**src/ctm_pkg.sv**
```systemverilog
// Purpose: Shared constants of the compact timer block.
// Assumes: Byte-wide register port with a three-bit address.
// Notes: Register offsets, field positions, codes and divider counts.
package ctm_pkg;
    localparam int CTM_AW = 3;
    localparam logic [2:0] CTM_OFS_CTRL0 = 3'h0;
    localparam logic [2:0] CTM_OFS_CTRL1 = 3'h1;
    localparam logic [2:0] CTM_OFS_CNT_LO = 3'h2;
    localparam logic [2:0] CTM_OFS_CNT_HI = 3'h3;
    localparam logic [2:0] CTM_OFS_CMPA_LO = 3'h4;
    localparam logic [2:0] CTM_OFS_CMPA_HI = 3'h5;
    localparam logic [2:0] CTM_OFS_STATUS = 3'h6;
    localparam int CTM_C0_PAUSE = 7;
    localparam int CTM_C0_CK_LSB = 4;
    localparam int CTM_C0_ON = 3;
    localparam int CTM_C0_RP_LSB = 0;
    localparam int CTM_C1_MODE_LSB = 6;
    localparam int CTM_C1_IO_LSB = 4;
    localparam int CTM_C1_OC = 3;
    localparam int CTM_C1_POL = 2;
    localparam int CTM_C1_DPX = 1;
    localparam int CTM_C1_CCLR = 0;
    localparam int CTM_ST_FA = 0;
    localparam int CTM_ST_FP = 1;
    localparam logic [7:0] CTM_CTRL_RST = 8'h00;
    localparam logic [9:0] CTM_CMPA_RST = 10'h000;
    localparam logic [9:0] CTM_CNT_RST = 10'h000;
    localparam logic [1:0] CTM_MODE_CMP = 2'h0;
    localparam logic [1:0] CTM_MODE_PWM = 2'h2;
    localparam logic [1:0] CTM_MODE_TMR = 2'h3;
    localparam logic [1:0] CTM_IO_NONE = 2'h0;
    localparam logic [1:0] CTM_IO_LOW = 2'h1;
    localparam logic [1:0] CTM_IO_HIGH = 2'h2;
    localparam logic [1:0] CTM_IO_TOGGLE = 2'h3;
    localparam logic [1:0] CTM_IO_PWM = 2'h2;
    localparam logic [2:0] CTM_CK_SYS4 = 3'h0;
    localparam logic [2:0] CTM_CK_SYS = 3'h1;
    localparam logic [2:0] CTM_CK_H16 = 3'h2;
    localparam logic [2:0] CTM_CK_H64 = 3'h3;
    localparam logic [2:0] CTM_CK_SUB0 = 3'h4;
    localparam logic [2:0] CTM_CK_SUB1 = 3'h5;
    localparam logic [2:0] CTM_CK_EXT_RISE = 3'h6;
    localparam logic [2:0] CTM_CK_EXT_FALL = 3'h7;
    localparam logic [5:0] CTM_PRE4_MASK = 6'h03;
    localparam logic [5:0] CTM_PRE16_MASK = 6'h0F;
    localparam logic [5:0] CTM_PRE64_MASK = 6'h3F;
    localparam int CTM_SUB_DIV = 610;
    localparam logic [10:0] CTM_FULL_SPAN = 11'h400;
endpackage

```
**src/ctm_tick_if.sv**
```systemverilog
// Purpose: Clock-select request and timer tick between timer and tick source.
// Assumes: Both ends run on the system clock.
// Notes: The tick is a one-cycle pulse per timer clock.
`timescale 1ns/1ps
`default_nettype none
interface ctm_tick_if;
    logic [2:0] clk_sel;
    logic tick;
    modport gen (input clk_sel, output tick);
    modport user (output clk_sel, input tick);
endinterface
`default_nettype wire

```
**src/ctm_tick_gen.sv**
```systemverilog
// Purpose: Timer clock tick generator with prescalers and external pin.
// Assumes: The high clock equals the system clock here.
// Notes: The external pin passes two flip-flops before edge detection.
`timescale 1ns/1ps
`default_nettype none
module ctm_tick_gen #(
    parameter int SUB_DIV = ctm_pkg::CTM_SUB_DIV
) (
    input wire logic clk_sys_i,
    input wire logic reset_i,
    input wire logic ext_clk_i,
    ctm_tick_if.gen tick_bus
);
    localparam int SW = $clog2(SUB_DIV);
    logic [5:0] pre;
    logic [5:0] next_pre;
    logic [SW-1:0] sub;
    logic [SW-1:0] next_sub;
    logic [2:0] sync;
    logic [2:0] next_sync;
    logic tick;
    logic next_tick;

    always_comb begin
        next_pre = pre + 6'h01;
        next_sub = (sub == SW'(SUB_DIV - 1)) ? '0 : sub + SW'(1);
        next_sync = {sync[1:0], ext_clk_i};
        case (tick_bus.clk_sel)
            ctm_pkg::CTM_CK_SYS4:
                next_tick = (pre & ctm_pkg::CTM_PRE4_MASK) == ctm_pkg::CTM_PRE4_MASK;
            ctm_pkg::CTM_CK_SYS: next_tick = 1'b1;
            ctm_pkg::CTM_CK_H16:
                next_tick = (pre & ctm_pkg::CTM_PRE16_MASK) == ctm_pkg::CTM_PRE16_MASK;
            ctm_pkg::CTM_CK_H64: next_tick = pre == ctm_pkg::CTM_PRE64_MASK;
            ctm_pkg::CTM_CK_SUB0,
            ctm_pkg::CTM_CK_SUB1: next_tick = sub == SW'(SUB_DIV - 1);
            ctm_pkg::CTM_CK_EXT_RISE: next_tick = sync[1] & ~sync[2];
            ctm_pkg::CTM_CK_EXT_FALL: next_tick = ~sync[1] & sync[2];
            default: next_tick = 1'b0;
        endcase
    end

    always_ff @(posedge clk_sys_i or posedge reset_i) begin
        if (reset_i) begin
            pre <= 6'h00;
            sub <= '0;
            sync <= 3'h0;
            tick <= 1'b0;
        end else begin
            pre <= next_pre;
            sub <= next_sub;
            sync <= next_sync;
            tick <= next_tick;
        end
    end

    assign tick_bus.tick = tick;
endmodule
`default_nettype wire

```
**src/ctm_timer.sv**
```systemverilog
// Purpose: Compact 10-bit timer with comparators A and P and one output pin.
// Assumes: Byte register port, read data valid the cycle after the strobe.
// Notes: Status flags clear by writing one; a new match wins over the clear.
// Summary of operation
// - Counter readable as low byte plus two bits
// - Compare A held in low and high registers
// - Mode field picks compare, PWM or timer
// - Clear-select low: P match or overflow clears
// - Clear-select high: A match clears, no P flag
// - Clear-select high, A value zero: run to 3FF, no flag
// - Compare mode pin changes only on A match
// - Pin action: high, low, toggle or none
// - On rising edge loads initial pin level
// - Timer mode counts alike but leaves pin free
// - PWM ignores clear-select; role swap picks roles
// - PWM raises A and P flags on matches
// - PWM polarity, forced levels and invert bit
// - Swap zero: period is code times 128
// - Duty at or above period holds the active level
// - Swap one: A sets period, code sets duty
// - PWM counting continues while pin is forced
// - On rising edge clears counter; off holds it
// - Pause freezes counter, release resumes counting
// - P compares code times 128 with counter plus one
// - Clock select picks internal or pin clock
//
// Chosen here: the placing of the registers and the plain strobed port.
`timescale 1ns/1ps
`default_nettype none
module ctm_timer #(
    parameter int SUB_DIV = ctm_pkg::CTM_SUB_DIV
) (
    input wire logic clk_sys_i,
    input wire logic reset_i,
    input wire logic [ctm_pkg::CTM_AW-1:0] addr_i,
    input wire logic [7:0] wdata_i,
    input wire logic wr_i,
    input wire logic rd_i,
    output logic [7:0] rdata_o,
    input wire logic external_clock_pin_i,
    output logic timer_output_pin_o,
    output logic timer_output_en_o,
    output logic match_a_flag_o,
    output logic match_p_flag_o
);
    ctm_tick_if tick_bus ();

    logic [7:0] ctrl0;
    logic [7:0] ctrl1;
    logic [9:0] cmpa;
    logic [9:0] cnt;
    logic flag_a;
    logic flag_p;
    logic on_q;
    logic pin_lvl;
    logic pin_o;
    logic pin_en;
    logic [7:0] rdata;

    logic [7:0] next_ctrl0;
    logic [7:0] next_ctrl1;
    logic [9:0] next_cmpa;
    logic [9:0] next_cnt;
    logic next_flag_a;
    logic next_flag_p;
    logic next_pin_lvl;
    logic next_pin_o;
    logic next_pin_en;
    logic [7:0] next_rdata;

    logic on;
    logic pause;
    logic [2:0] code;
    logic [1:0] mode;
    logic [1:0] io;
    logic oc;
    logic pol;
    logic dpx;
    logic cclr;
    logic pwm;
    logic on_rise;
    logic run;
    logic [9:0] cnt_inc;
    logic a_hit;
    logic p_hit;
    logic a_ok;
    logic clr;
    logic ev_a;
    logic ev_p;
    logic [10:0] duty;
    logic pwm_act;
    logic pwm_lvl;
    logic wr_st;
    logic [1:0] cnt_hi;

    ctm_tick_gen #(
        .SUB_DIV(SUB_DIV)
    ) u_tick (
        .clk_sys_i(clk_sys_i),
        .reset_i(reset_i),
        .ext_clk_i(external_clock_pin_i),
        .tick_bus(tick_bus.gen)
    );

    assign tick_bus.clk_sel = ctrl0[ctm_pkg::CTM_C0_CK_LSB +: 3];

    // Field decode of the two control registers.
    always_comb begin
        on = ctrl0[ctm_pkg::CTM_C0_ON];
        pause = ctrl0[ctm_pkg::CTM_C0_PAUSE];
        code = ctrl0[ctm_pkg::CTM_C0_RP_LSB +: 3];
        mode = ctrl1[ctm_pkg::CTM_C1_MODE_LSB +: 2];
        io = ctrl1[ctm_pkg::CTM_C1_IO_LSB +: 2];
        oc = ctrl1[ctm_pkg::CTM_C1_OC];
        pol = ctrl1[ctm_pkg::CTM_C1_POL];
        dpx = ctrl1[ctm_pkg::CTM_C1_DPX];
        cclr = ctrl1[ctm_pkg::CTM_C1_CCLR];
        pwm = mode == ctm_pkg::CTM_MODE_PWM;
        cnt_hi = cnt[9:8];
    end

    // Counter, comparators and match flags.
    always_comb begin
        on_rise = on & ~on_q;
        run = on & ~pause & tick_bus.tick;
        cnt_inc = cnt + 10'h001;
        a_hit = cnt == cmpa;
        // P match sits on the last count before a multiple of 128, so code 0
        // falls on the overflow from 3FF.
        p_hit = cnt_inc == {code, 7'h00};
        a_ok = cmpa != 10'h000;
        if (pwm) begin
            clr = dpx ? a_hit : p_hit;
            ev_a = run & a_hit;
            ev_p = run & p_hit;
        end else if (cclr) begin
            clr = a_hit & a_ok;
            ev_a = run & a_hit & a_ok;
            ev_p = 1'b0;
        end else begin
            clr = p_hit;
            ev_a = run & a_hit;
            ev_p = run & p_hit;
        end
        next_cnt = cnt;
        if (on_rise) begin
            next_cnt = ctm_pkg::CTM_CNT_RST;
        end else if (run) begin
            next_cnt = clr ? ctm_pkg::CTM_CNT_RST : cnt_inc;
        end
        wr_st = wr_i & (addr_i == ctm_pkg::CTM_OFS_STATUS);
        next_flag_a = ev_a | (flag_a & ~(wr_st & wdata_i[ctm_pkg::CTM_ST_FA]));
        next_flag_p = ev_p | (flag_p & ~(wr_st & wdata_i[ctm_pkg::CTM_ST_FP]));
    end

    // PWM duty compare and pin level.
    always_comb begin
        if (dpx) begin
            duty = (code == 3'h0) ? ctm_pkg::CTM_FULL_SPAN : {1'b0, code, 7'h00};
        end else begin
            duty = {1'b0, cmpa};
        end
        // Counter never reaches the period, so duty at or above it stays active.
        pwm_act = {1'b0, cnt} < duty;
        case (io)
            ctm_pkg::CTM_IO_NONE: pwm_lvl = ~oc;
            ctm_pkg::CTM_IO_LOW: pwm_lvl = oc;
            ctm_pkg::CTM_IO_PWM: pwm_lvl = pwm_act ? oc : ~oc;
            default: pwm_lvl = ~oc;
        endcase
        next_pin_lvl = pin_lvl;
        if (mode == ctm_pkg::CTM_MODE_CMP) begin
            if (on_rise) begin
                next_pin_lvl = oc;
            end else if (ev_a) begin
                case (io)
                    ctm_pkg::CTM_IO_LOW: next_pin_lvl = 1'b0;
                    ctm_pkg::CTM_IO_HIGH: next_pin_lvl = 1'b1;
                    ctm_pkg::CTM_IO_TOGGLE: next_pin_lvl = ~pin_lvl;
                    default: next_pin_lvl = pin_lvl;
                endcase
            end
        end
        case (mode)
            ctm_pkg::CTM_MODE_CMP: begin
                next_pin_o = next_pin_lvl ^ pol;
                next_pin_en = 1'b1;
            end
            ctm_pkg::CTM_MODE_PWM: begin
                next_pin_o = pwm_lvl ^ pol;
                next_pin_en = 1'b1;
            end
            default: begin
                next_pin_o = 1'b0;
                next_pin_en = 1'b0;
            end
        endcase
    end

    // Register writes and read data.
    always_comb begin
        next_ctrl0 = ctrl0;
        next_ctrl1 = ctrl1;
        next_cmpa = cmpa;
        if (wr_i) begin
            case (addr_i)
                ctm_pkg::CTM_OFS_CTRL0: next_ctrl0 = wdata_i;
                ctm_pkg::CTM_OFS_CTRL1: next_ctrl1 = wdata_i;
                ctm_pkg::CTM_OFS_CMPA_LO: next_cmpa[7:0] = wdata_i;
                ctm_pkg::CTM_OFS_CMPA_HI: next_cmpa[9:8] = wdata_i[1:0];
                default: next_cmpa = cmpa;
            endcase
        end
        next_rdata = 8'h00;
        if (rd_i) begin
            case (addr_i)
                ctm_pkg::CTM_OFS_CTRL0: next_rdata = ctrl0;
                ctm_pkg::CTM_OFS_CTRL1: next_rdata = ctrl1;
                ctm_pkg::CTM_OFS_CNT_LO: next_rdata = cnt[7:0];
                ctm_pkg::CTM_OFS_CNT_HI: next_rdata = {6'h00, cnt_hi};
                ctm_pkg::CTM_OFS_CMPA_LO: next_rdata = cmpa[7:0];
                ctm_pkg::CTM_OFS_CMPA_HI: next_rdata = {6'h00, cmpa[9:8]};
                ctm_pkg::CTM_OFS_STATUS: next_rdata = {6'h00, flag_p, flag_a};
                default: next_rdata = 8'h00;
            endcase
        end
    end

    always_ff @(posedge clk_sys_i or posedge reset_i) begin
        if (reset_i) begin
            ctrl0 <= ctm_pkg::CTM_CTRL_RST;
            ctrl1 <= ctm_pkg::CTM_CTRL_RST;
            cmpa <= ctm_pkg::CTM_CMPA_RST;
            cnt <= ctm_pkg::CTM_CNT_RST;
            flag_a <= 1'b0;
            flag_p <= 1'b0;
            on_q <= 1'b0;
            pin_lvl <= 1'b0;
            pin_o <= 1'b0;
            pin_en <= 1'b0;
            rdata <= 8'h00;
        end else begin
            ctrl0 <= next_ctrl0;
            ctrl1 <= next_ctrl1;
            cmpa <= next_cmpa;
            cnt <= next_cnt;
            flag_a <= next_flag_a;
            flag_p <= next_flag_p;
            on_q <= on;
            pin_lvl <= next_pin_lvl;
            pin_o <= next_pin_o;
            pin_en <= next_pin_en;
            rdata <= next_rdata;
        end
    end

    assign rdata_o = rdata;
    assign timer_output_pin_o = pin_o;
    assign timer_output_en_o = pin_en;
    assign match_a_flag_o = flag_a;
    assign match_p_flag_o = flag_p;
endmodule
`default_nettype wire

```
**config.mk**
```make
export PLATFORM = sky130hd
export DESIGN_NAME = ctm_timer
export DESIGN_NICKNAME = d
export VERILOG_FILES = /design/src/ctm_pkg.sv /design/src/ctm_tick_if.sv /design/src/ctm_tick_gen.sv /design/src/ctm_timer.sv
export SDC_FILE = /design/constraint.sdc
export NUM_CORES = 1
export LEC_CHECK = 0
export BUFFER_PORTS_ARGS = -buffer_cell sky130_fd_sc_hd__buf_2
export CORE_ASPECT_RATIO = 0.7
export CORE_MARGIN = 10
export CORE_UTILIZATION = 37
export CTS_BUF_LIST = sky130_fd_sc_hd__clkbuf_16
export CTS_CLUSTER_SIZE = 30
export DETAILED_ROUTE_END_ITERATION = 16
export REMOVE_ABC_BUFFERS = 1
export SYNTH_ARGS = -nofsm -noshare
export SYNTH_HDL_FRONTEND = slang
export SYNTH_SLANG_ARGS = --single-unit
```
**constraint.sdc**
```tcl
create_clock -name clk_sys_i -period 3.1 [get_ports clk_sys_i]
set_input_delay 0.155 -clock clk_sys_i [delete_from_list [all_inputs] [get_ports clk_sys_i]]
set_output_delay 0.155 -clock clk_sys_i [all_outputs]
set_load 0.1 [all_outputs]
```
==> results of run 1 <==
[how the worst max path moves through the flow]
stage               depth (start not counted)     start                 end  slack [ps]
finish                                      8  ctrl1[1]  timer_output_pin_o         360
global route                                8  ctrl1[1]  timer_output_pin_o         160
CTS                                         8  ctrl1[1]  timer_output_pin_o         370
detailed placement                          8  ctrl1[1]  timer_output_pin_o         380
global placement                            8  ctrl1[1]  timer_output_pin_o         440
floorplan                                   8  ctrl1[1]  timer_output_pin_o         580
[placed cells by master (no fill, tap or decap), types with 4 or more instances in the layout]
master	count
nor2_1	25
clkbuf_16	9
nand4_1	8
and2_1	6
nor4_1	4
nand3_1	19
dfrtp_1	70
inv_1	10
a31oi_1	14
nor2b_1	4
ha_1	15
mux2_2	23
a21oi_1	13
buf_2	27
o21ai_0	14
mux2i_1	12
nand2b_1	10
xnor2_1	23
xor2_1	5
o211ai_1	4
nand3b_1	7
nand2_1	24
buf_4	12
[logic make-up (layout without fill, tap and decap cells)]
kind of cell / count (synthesis) / after routing
XOR/XNOR: 28 / 28
buffers and inverters: 28 / 67
adder cells (fa/ha/maj): 15 / 15
multiplexers: 38 / 38
flip-flops: 70 / 70
AO/OA/AOI/OAI: 65 / 65
AND/OR/NAND/NOR: 131 / 131
[cell usage after synthesis (all sizes together), types with 3 or more instances]
cell | instances | share of area (%)
buf | 8 | 1.4
and3 | 3 | 0.48
o21ai | 15 | 1.9
and2 | 6 | 0.96
nand3 | 21 | 2.9
nor2 | 25 | 2.4
nor4 | 6 | 1.3
xnor2 | 23 | 5.1
clkbuf | 10 | 0.96
a21o | 3 | 0.57
nand2 | 24 | 2.3
inv | 10 | 0.96
nand4 | 9 | 1.6
nor3 | 3 | 0.38
nand3b | 7 | 1.3
dfrtp | 70 | 45
a21oi | 14 | 1.9
or4 | 3 | 0.67
o211ai | 4 | 0.77
xor2 | 5 | 1.1
nand2b | 10 | 1.6
nor2b | 4 | 0.64
mux2i | 12 | 3.1
ha | 15 | 4.8
a31oi | 14 | 2.2
mux2 | 24 | 6.9
[layer usage]
layer  GRT usage (%)  share of wire, %
met4            3.89               1.1
met3            4.09               9.4
met2            16.9                38
met1            21.9                52
met5               0                 0
[area by class of cell]
type | instances | share of cell area (%)
repair buffers | 41 | 5.42
clock buffers | 9 | 4.97
flip-flops and latches | 70 | 38.7
clock inverters | 7 | 1.27
inverters | 10 | 0.829
well taps | 132 | 3.65
multi-input cells | 277 | 45.2
[power by group through the flow]
| stage | clock, mW | combinational (mW) | sequential [mW] |
|---|---|---|---|
| 3_3_place_gp | 0 | 0.659 | 1.21 |
| 5_1_grt | 1.04 | 0.742 | 1.22 |
| 2_1_floorplan | 0 | 0.369 | 1.29 |
| 4_1_cts | 0.996 | 0.677 | 1.19 |
| 6_report | 0.970 | 0.681 | 1.20 |
| 3_5_place_dp | 0 | 0.673 | 1.21 |
[sequential cells by signal, summed over array words and instances (netlist names), 3 cells and up]
| register | count |
|---|---|
| u_tick.sub | 10 |
| cnt | 10 |
| u_tick.sync | 3 |
| rdata_o | 8 |
| u_tick.pre | 6 |
| ctrl0 | 8 |
| cmpa | 10 |
| ctrl1 | 8 |
[metrics by stage]
step | total power [mW] | std cells | area [sq um]
floorplan | 1.65 | 357 | 3830
global placement | 1.87 | 528 | 4230
detailed placement | 1.88 | 528 | 4230
CTS | 2.87 | 546 | 4530
global route | 3.00 | 546 | 4530
finish | 2.85 | 546 | 4530
[what timing repair did]
action                    in CTS  in global routing
hold endpoints to repair      32                  0
hold buffers                   2                  0
resized for setup              0                  0
[worst max-delay path, stage by stage, from the launching register on]
cell      delay [ps]
dfrtp_1          520
nand2b_1         220
ha_1             190
or4b_2           600
a21oi_1          140
o311ai_0         170
and4_1           220
a211oi_1         190
mux2_1           350
==> metrics.cfg, run 1 <==
[clock_tree]
cts-root-buf = clkbuf_16
cts_setup_buffers = 0
clkTransAtPathRegs_ps = 50
clock_sinks = 70
htree_levels = 3
cts_buffer_depth = 2
cts_made_buffers = 9
cts_tree = built
clk_latency_ps = 330

[global_routing]
grt_pass1_wl_um = 16400
antenna_found_initial = 0
grt_pass1_vias = 2917
overflow = 0
grt_max_degree = 34
grt_usage_pct = 13.8

[place]
io_buffers = 27
hpwl_um = 7570
place.gp.congestion = 0.926
post-place-ws_ps = 385

[synthesis]
synth_seq_cells = 70
ys_seq_area_share_pct = 44.7
synth_edf_count = 0
synth_area_per_cell_sq_um = 10.5
synth_xor_area_share_pct = 6.26
syn-instance-count = 375
synth_fa_ha_area_share_pct = 4.79
synth_top_family_by_area = simple AND/OR/NAND/NOR gates
synth_simple_gate_area_share_pct = 19.0
ys_warn_count = 0
syn-cell-area_sq_um = 3920
synthArstFlopShare_pct = 100
ys.flop_type = dfrtp_1
synth.area.mux_share_pct = 11.1
synth_compound_gate_area_share_pct = 10.9
synth_cell_type_count = 57

[critical_path]
cp-end-kind = flip-flop
worstPathArrival_ps = 2950
startpoint_type = flip-flop
path_class = reg -> reg
cp_max_fo = 14
r2r_end = timer_output_pin_o
required_ps = 3310
rrSetupSlack_ps = 360
reg2reg_from = ctrl1[1]
reg2reg_depth = 8

[worst_hold_path]
hold_end = ctrl1[5]
hold_start = wdata_i[5]
hold_depth = 3
hp-class = in -> reg

[drt]
viasPerCell = 5.59
drt_first_pass_iters = 5
drc = 0
vias = 3051
finalWirelength_um = 10100
drt-initial-drc-count = 328
routedWlPerCell_um = 18.5
postRouteAntennaNets = 0

[sta]
worst_slack_ps = 364
tightest_slew_ps = 698
fin_tns_setup_ps = 0
post-route-min-period_ps = 2740
fmax_ghz = 0.365
finalHoldViolCount = 0
final_max_slew_viol_count = 0
setup_violations = 0
max_slew_margin_pct = 53.4
period_share_pct = 88.3
holdWs_ps = 67.4
rsz0062_at_grt = no
clock_skew_ps = 5.93

[final_layout]
final_nets = 440
utilization_pct = 43.7
fillerInstances = 982
multi_input_area_sq_um = 2050
regArea_sq_um = 1750
antennaDiodeCount = 0
area_growth_pct = 15.5
final_layout_size_suffix_gt1_share_pct = 22.0

[die]
start_util_pct = 37.9
fp.dieArea_sq_um = 15200
ios = 28
die_y_um = 106
fp-row-count = 31
die_w_um = 143
core_area_sq_um = 10400

[power_and_ir_drop]
leakagePower_nw = 1.99
ir_worst_vdd_v = 0.000331
swShare_pct = 33.5
power_frac_comb_pct = 23.9
p_seq_share_pct = 42.0
power.density_nw_per_um2 = 629
p_sw_uw = 956
power.internal_mw = 1.89
pwr-share-clk_pct = 34.1

[run]
maxCapViolations = 0

[status]
status = complete, no violations

Note: power is estimated with default switching activity, not from simulation.
==> inputs of run 2 (changes only) <==
SETUP_SLACK_MARGIN = 0.5   (was default)
==> metrics.cfg, run 2 (synthesis results as in run 1) <==
[run]
maxCapViolations = 0

[critical_path]
cp-end-kind = flip-flop
path_class = reg -> reg
cpMaxStageDelayCell = dfrtp_2
required_ps = 3310
cp_max_fo = 7
startpoint_type = flip-flop
worstPathCellList = buf_4 > mux2i_1 > ha_1 > and3_4 > a221oi_4 > o311ai_2 > and4_1 > a211oi_2 > mux2_4
worstPathArrival_ps = 2730
critical_path.max_stage_delay_ps = 450

[die]
core_area_sq_um = 10400
die_y_um = 106
fp.dieArea_sq_um = 15200
die_w_um = 143
start_util_pct = 37.9
fp-row-count = 31
ios = 28

[clock_tree]
clk_latency_ps = 330
clock_sinks = 70
clkTransAtPathRegs_ps = 50
cts_buffer_depth = 2
cts-root-buf = clkbuf_16
cts_tree = built
htree_levels = 3
cts_made_buffers = 9

[sta]
fin_tns_setup_ps = 0
rsz0062_at_grt = yes
post-route-min-period_ps = 2520
setup_violations = 0
fmax_ghz = 0.397
final_max_slew_viol_count = 0
clock_skew_ps = 6.21
period_share_pct = 81.2
tightest_slew_ps = 667
max_slew_margin_pct = 55.5
finalHoldViolCount = 0

[final_layout]
fin_cells = 549
fillerInstances = 967
regArea_sq_um = 1750
antennaDiodeCount = 0
mostFrequentLayoutCells = 69 x dfrtp_1, 27 x buf_2, 25 x nor2_1, 24 x nand2_1
area_growth_pct = 18.3
fin_area_sq_um = 4640
multi_input_area_sq_um = 2130
final_layout_size_suffix_gt1_share_pct = 24.7
final_common_cell = dfrtp_1
final_nets = 443
top_regs = cmpa: 10 flops, cnt: 10 flops, u_tick.sub: 10 flops

[power_and_ir_drop]
total_power_mw = 2.91
ir_worst_vdd_v = 0.000339
leakagePower_nw = 2.02
power.density_nw_per_um2 = 629

[drt]
vias = 3081
drt-initial-drc-count = 318
viasPerCell = 5.61
finalWirelength_um = 10200
drc = 0
postRouteAntennaNets = 0
routedWlPerCell_um = 18.6
drt_first_pass_iters = 5

[place]
dpl.cell_count = 528
hpwl_um = 7570
place.gp.congestion = 0.926
io_buffers = 27
place_area_sq_um = 4230

[global_routing]
grt_pass1_vias = 2925
overflow = 0
grt_pass1_wl_um = 16400
grt_usage_pct = 13.8
antenna_found_initial = 0
grt_max_degree = 34

[status]
status = complete, no violations

[worst_hold_path]
hp-class = in -> reg

-- run 2: what timing repair did --
| item | CTS | global route |
|---|---|---|
| endpoints found under the setup margin | 1 | 11 |
| pin swaps | 0 | 6 |
| gates resized for setup | 1 | 14 |
| endpoints found under the hold margin | 32 | 0 |
| buffers inserted | 2 | 1 |
| hold buffers | 2 | 0 |
-- run 2: where the power goes --
group	internal, mW	switching, mW
combinational	0.290	0.453
sequential	1.03	0.173
clock	0.609	0.362
-- run 2: worst paths after layout --
check | depth (start not counted) | end | start | slack [ps]
min | 3 | ctrl1[5] | wdata_i[5] | 70
max reg2reg | 9 | timer_output_pin_o | ctrl1[1] | 580
min reg2reg | 0 | u_tick.sync[1] | u_tick.sync[0] | 350
max | 9 | timer_output_pin_o | ctrl1[1] | 580
max in group asynchronous | 4 | cnt[5] | reset_i | 1880
min in group asynchronous | 3 | u_tick.sub[8] | reset_i | 470
-- run 2: critical path, delay by kind of cell (launching register included) --
kind	cells	cell delay [ps]
adders and majority gates	1	320
buffers and inverters	1	160
muxes	2	430
and+or+nand+nor	2	400
DFF	1	450
AOI/OAI and AO/OA	3	660
-- run 2: per-stage QoR --
step	hold WS, ps	util (%)	worst slack, ps
6_report	68.9	44.8	582
2_1_floorplan	186	-	576
4_1_cts	63.8	43.9	505
5_1_grt	67.4	44.8	469
3_3_place_gp	264	40.8	436
3_5_place_dp	269	40.8	385
-- run 2: layer usage --
metal  global-route usage (%)  vias to the layer above  wire [um]
met5                        0                        -          0
met4                     3.89                        0        106
met3                     4.09                        7        838
met2                     17.0                       98       3860
met1                     21.8                     1529       5390
li1                         -                     1447          -
-- run 2: area by class of cell --
| class | count | area share (%) |
|---|---|---|
| tap | 132 | 3.56 |
| inverter | 10 | 0.809 |
| multi-input combinational | 277 | 46.0 |
| clock inverter | 7 | 1.24 |
| timing repair buffer | 44 | 5.77 |
| clock buffer | 9 | 4.86 |
| sequential | 70 | 37.8 |
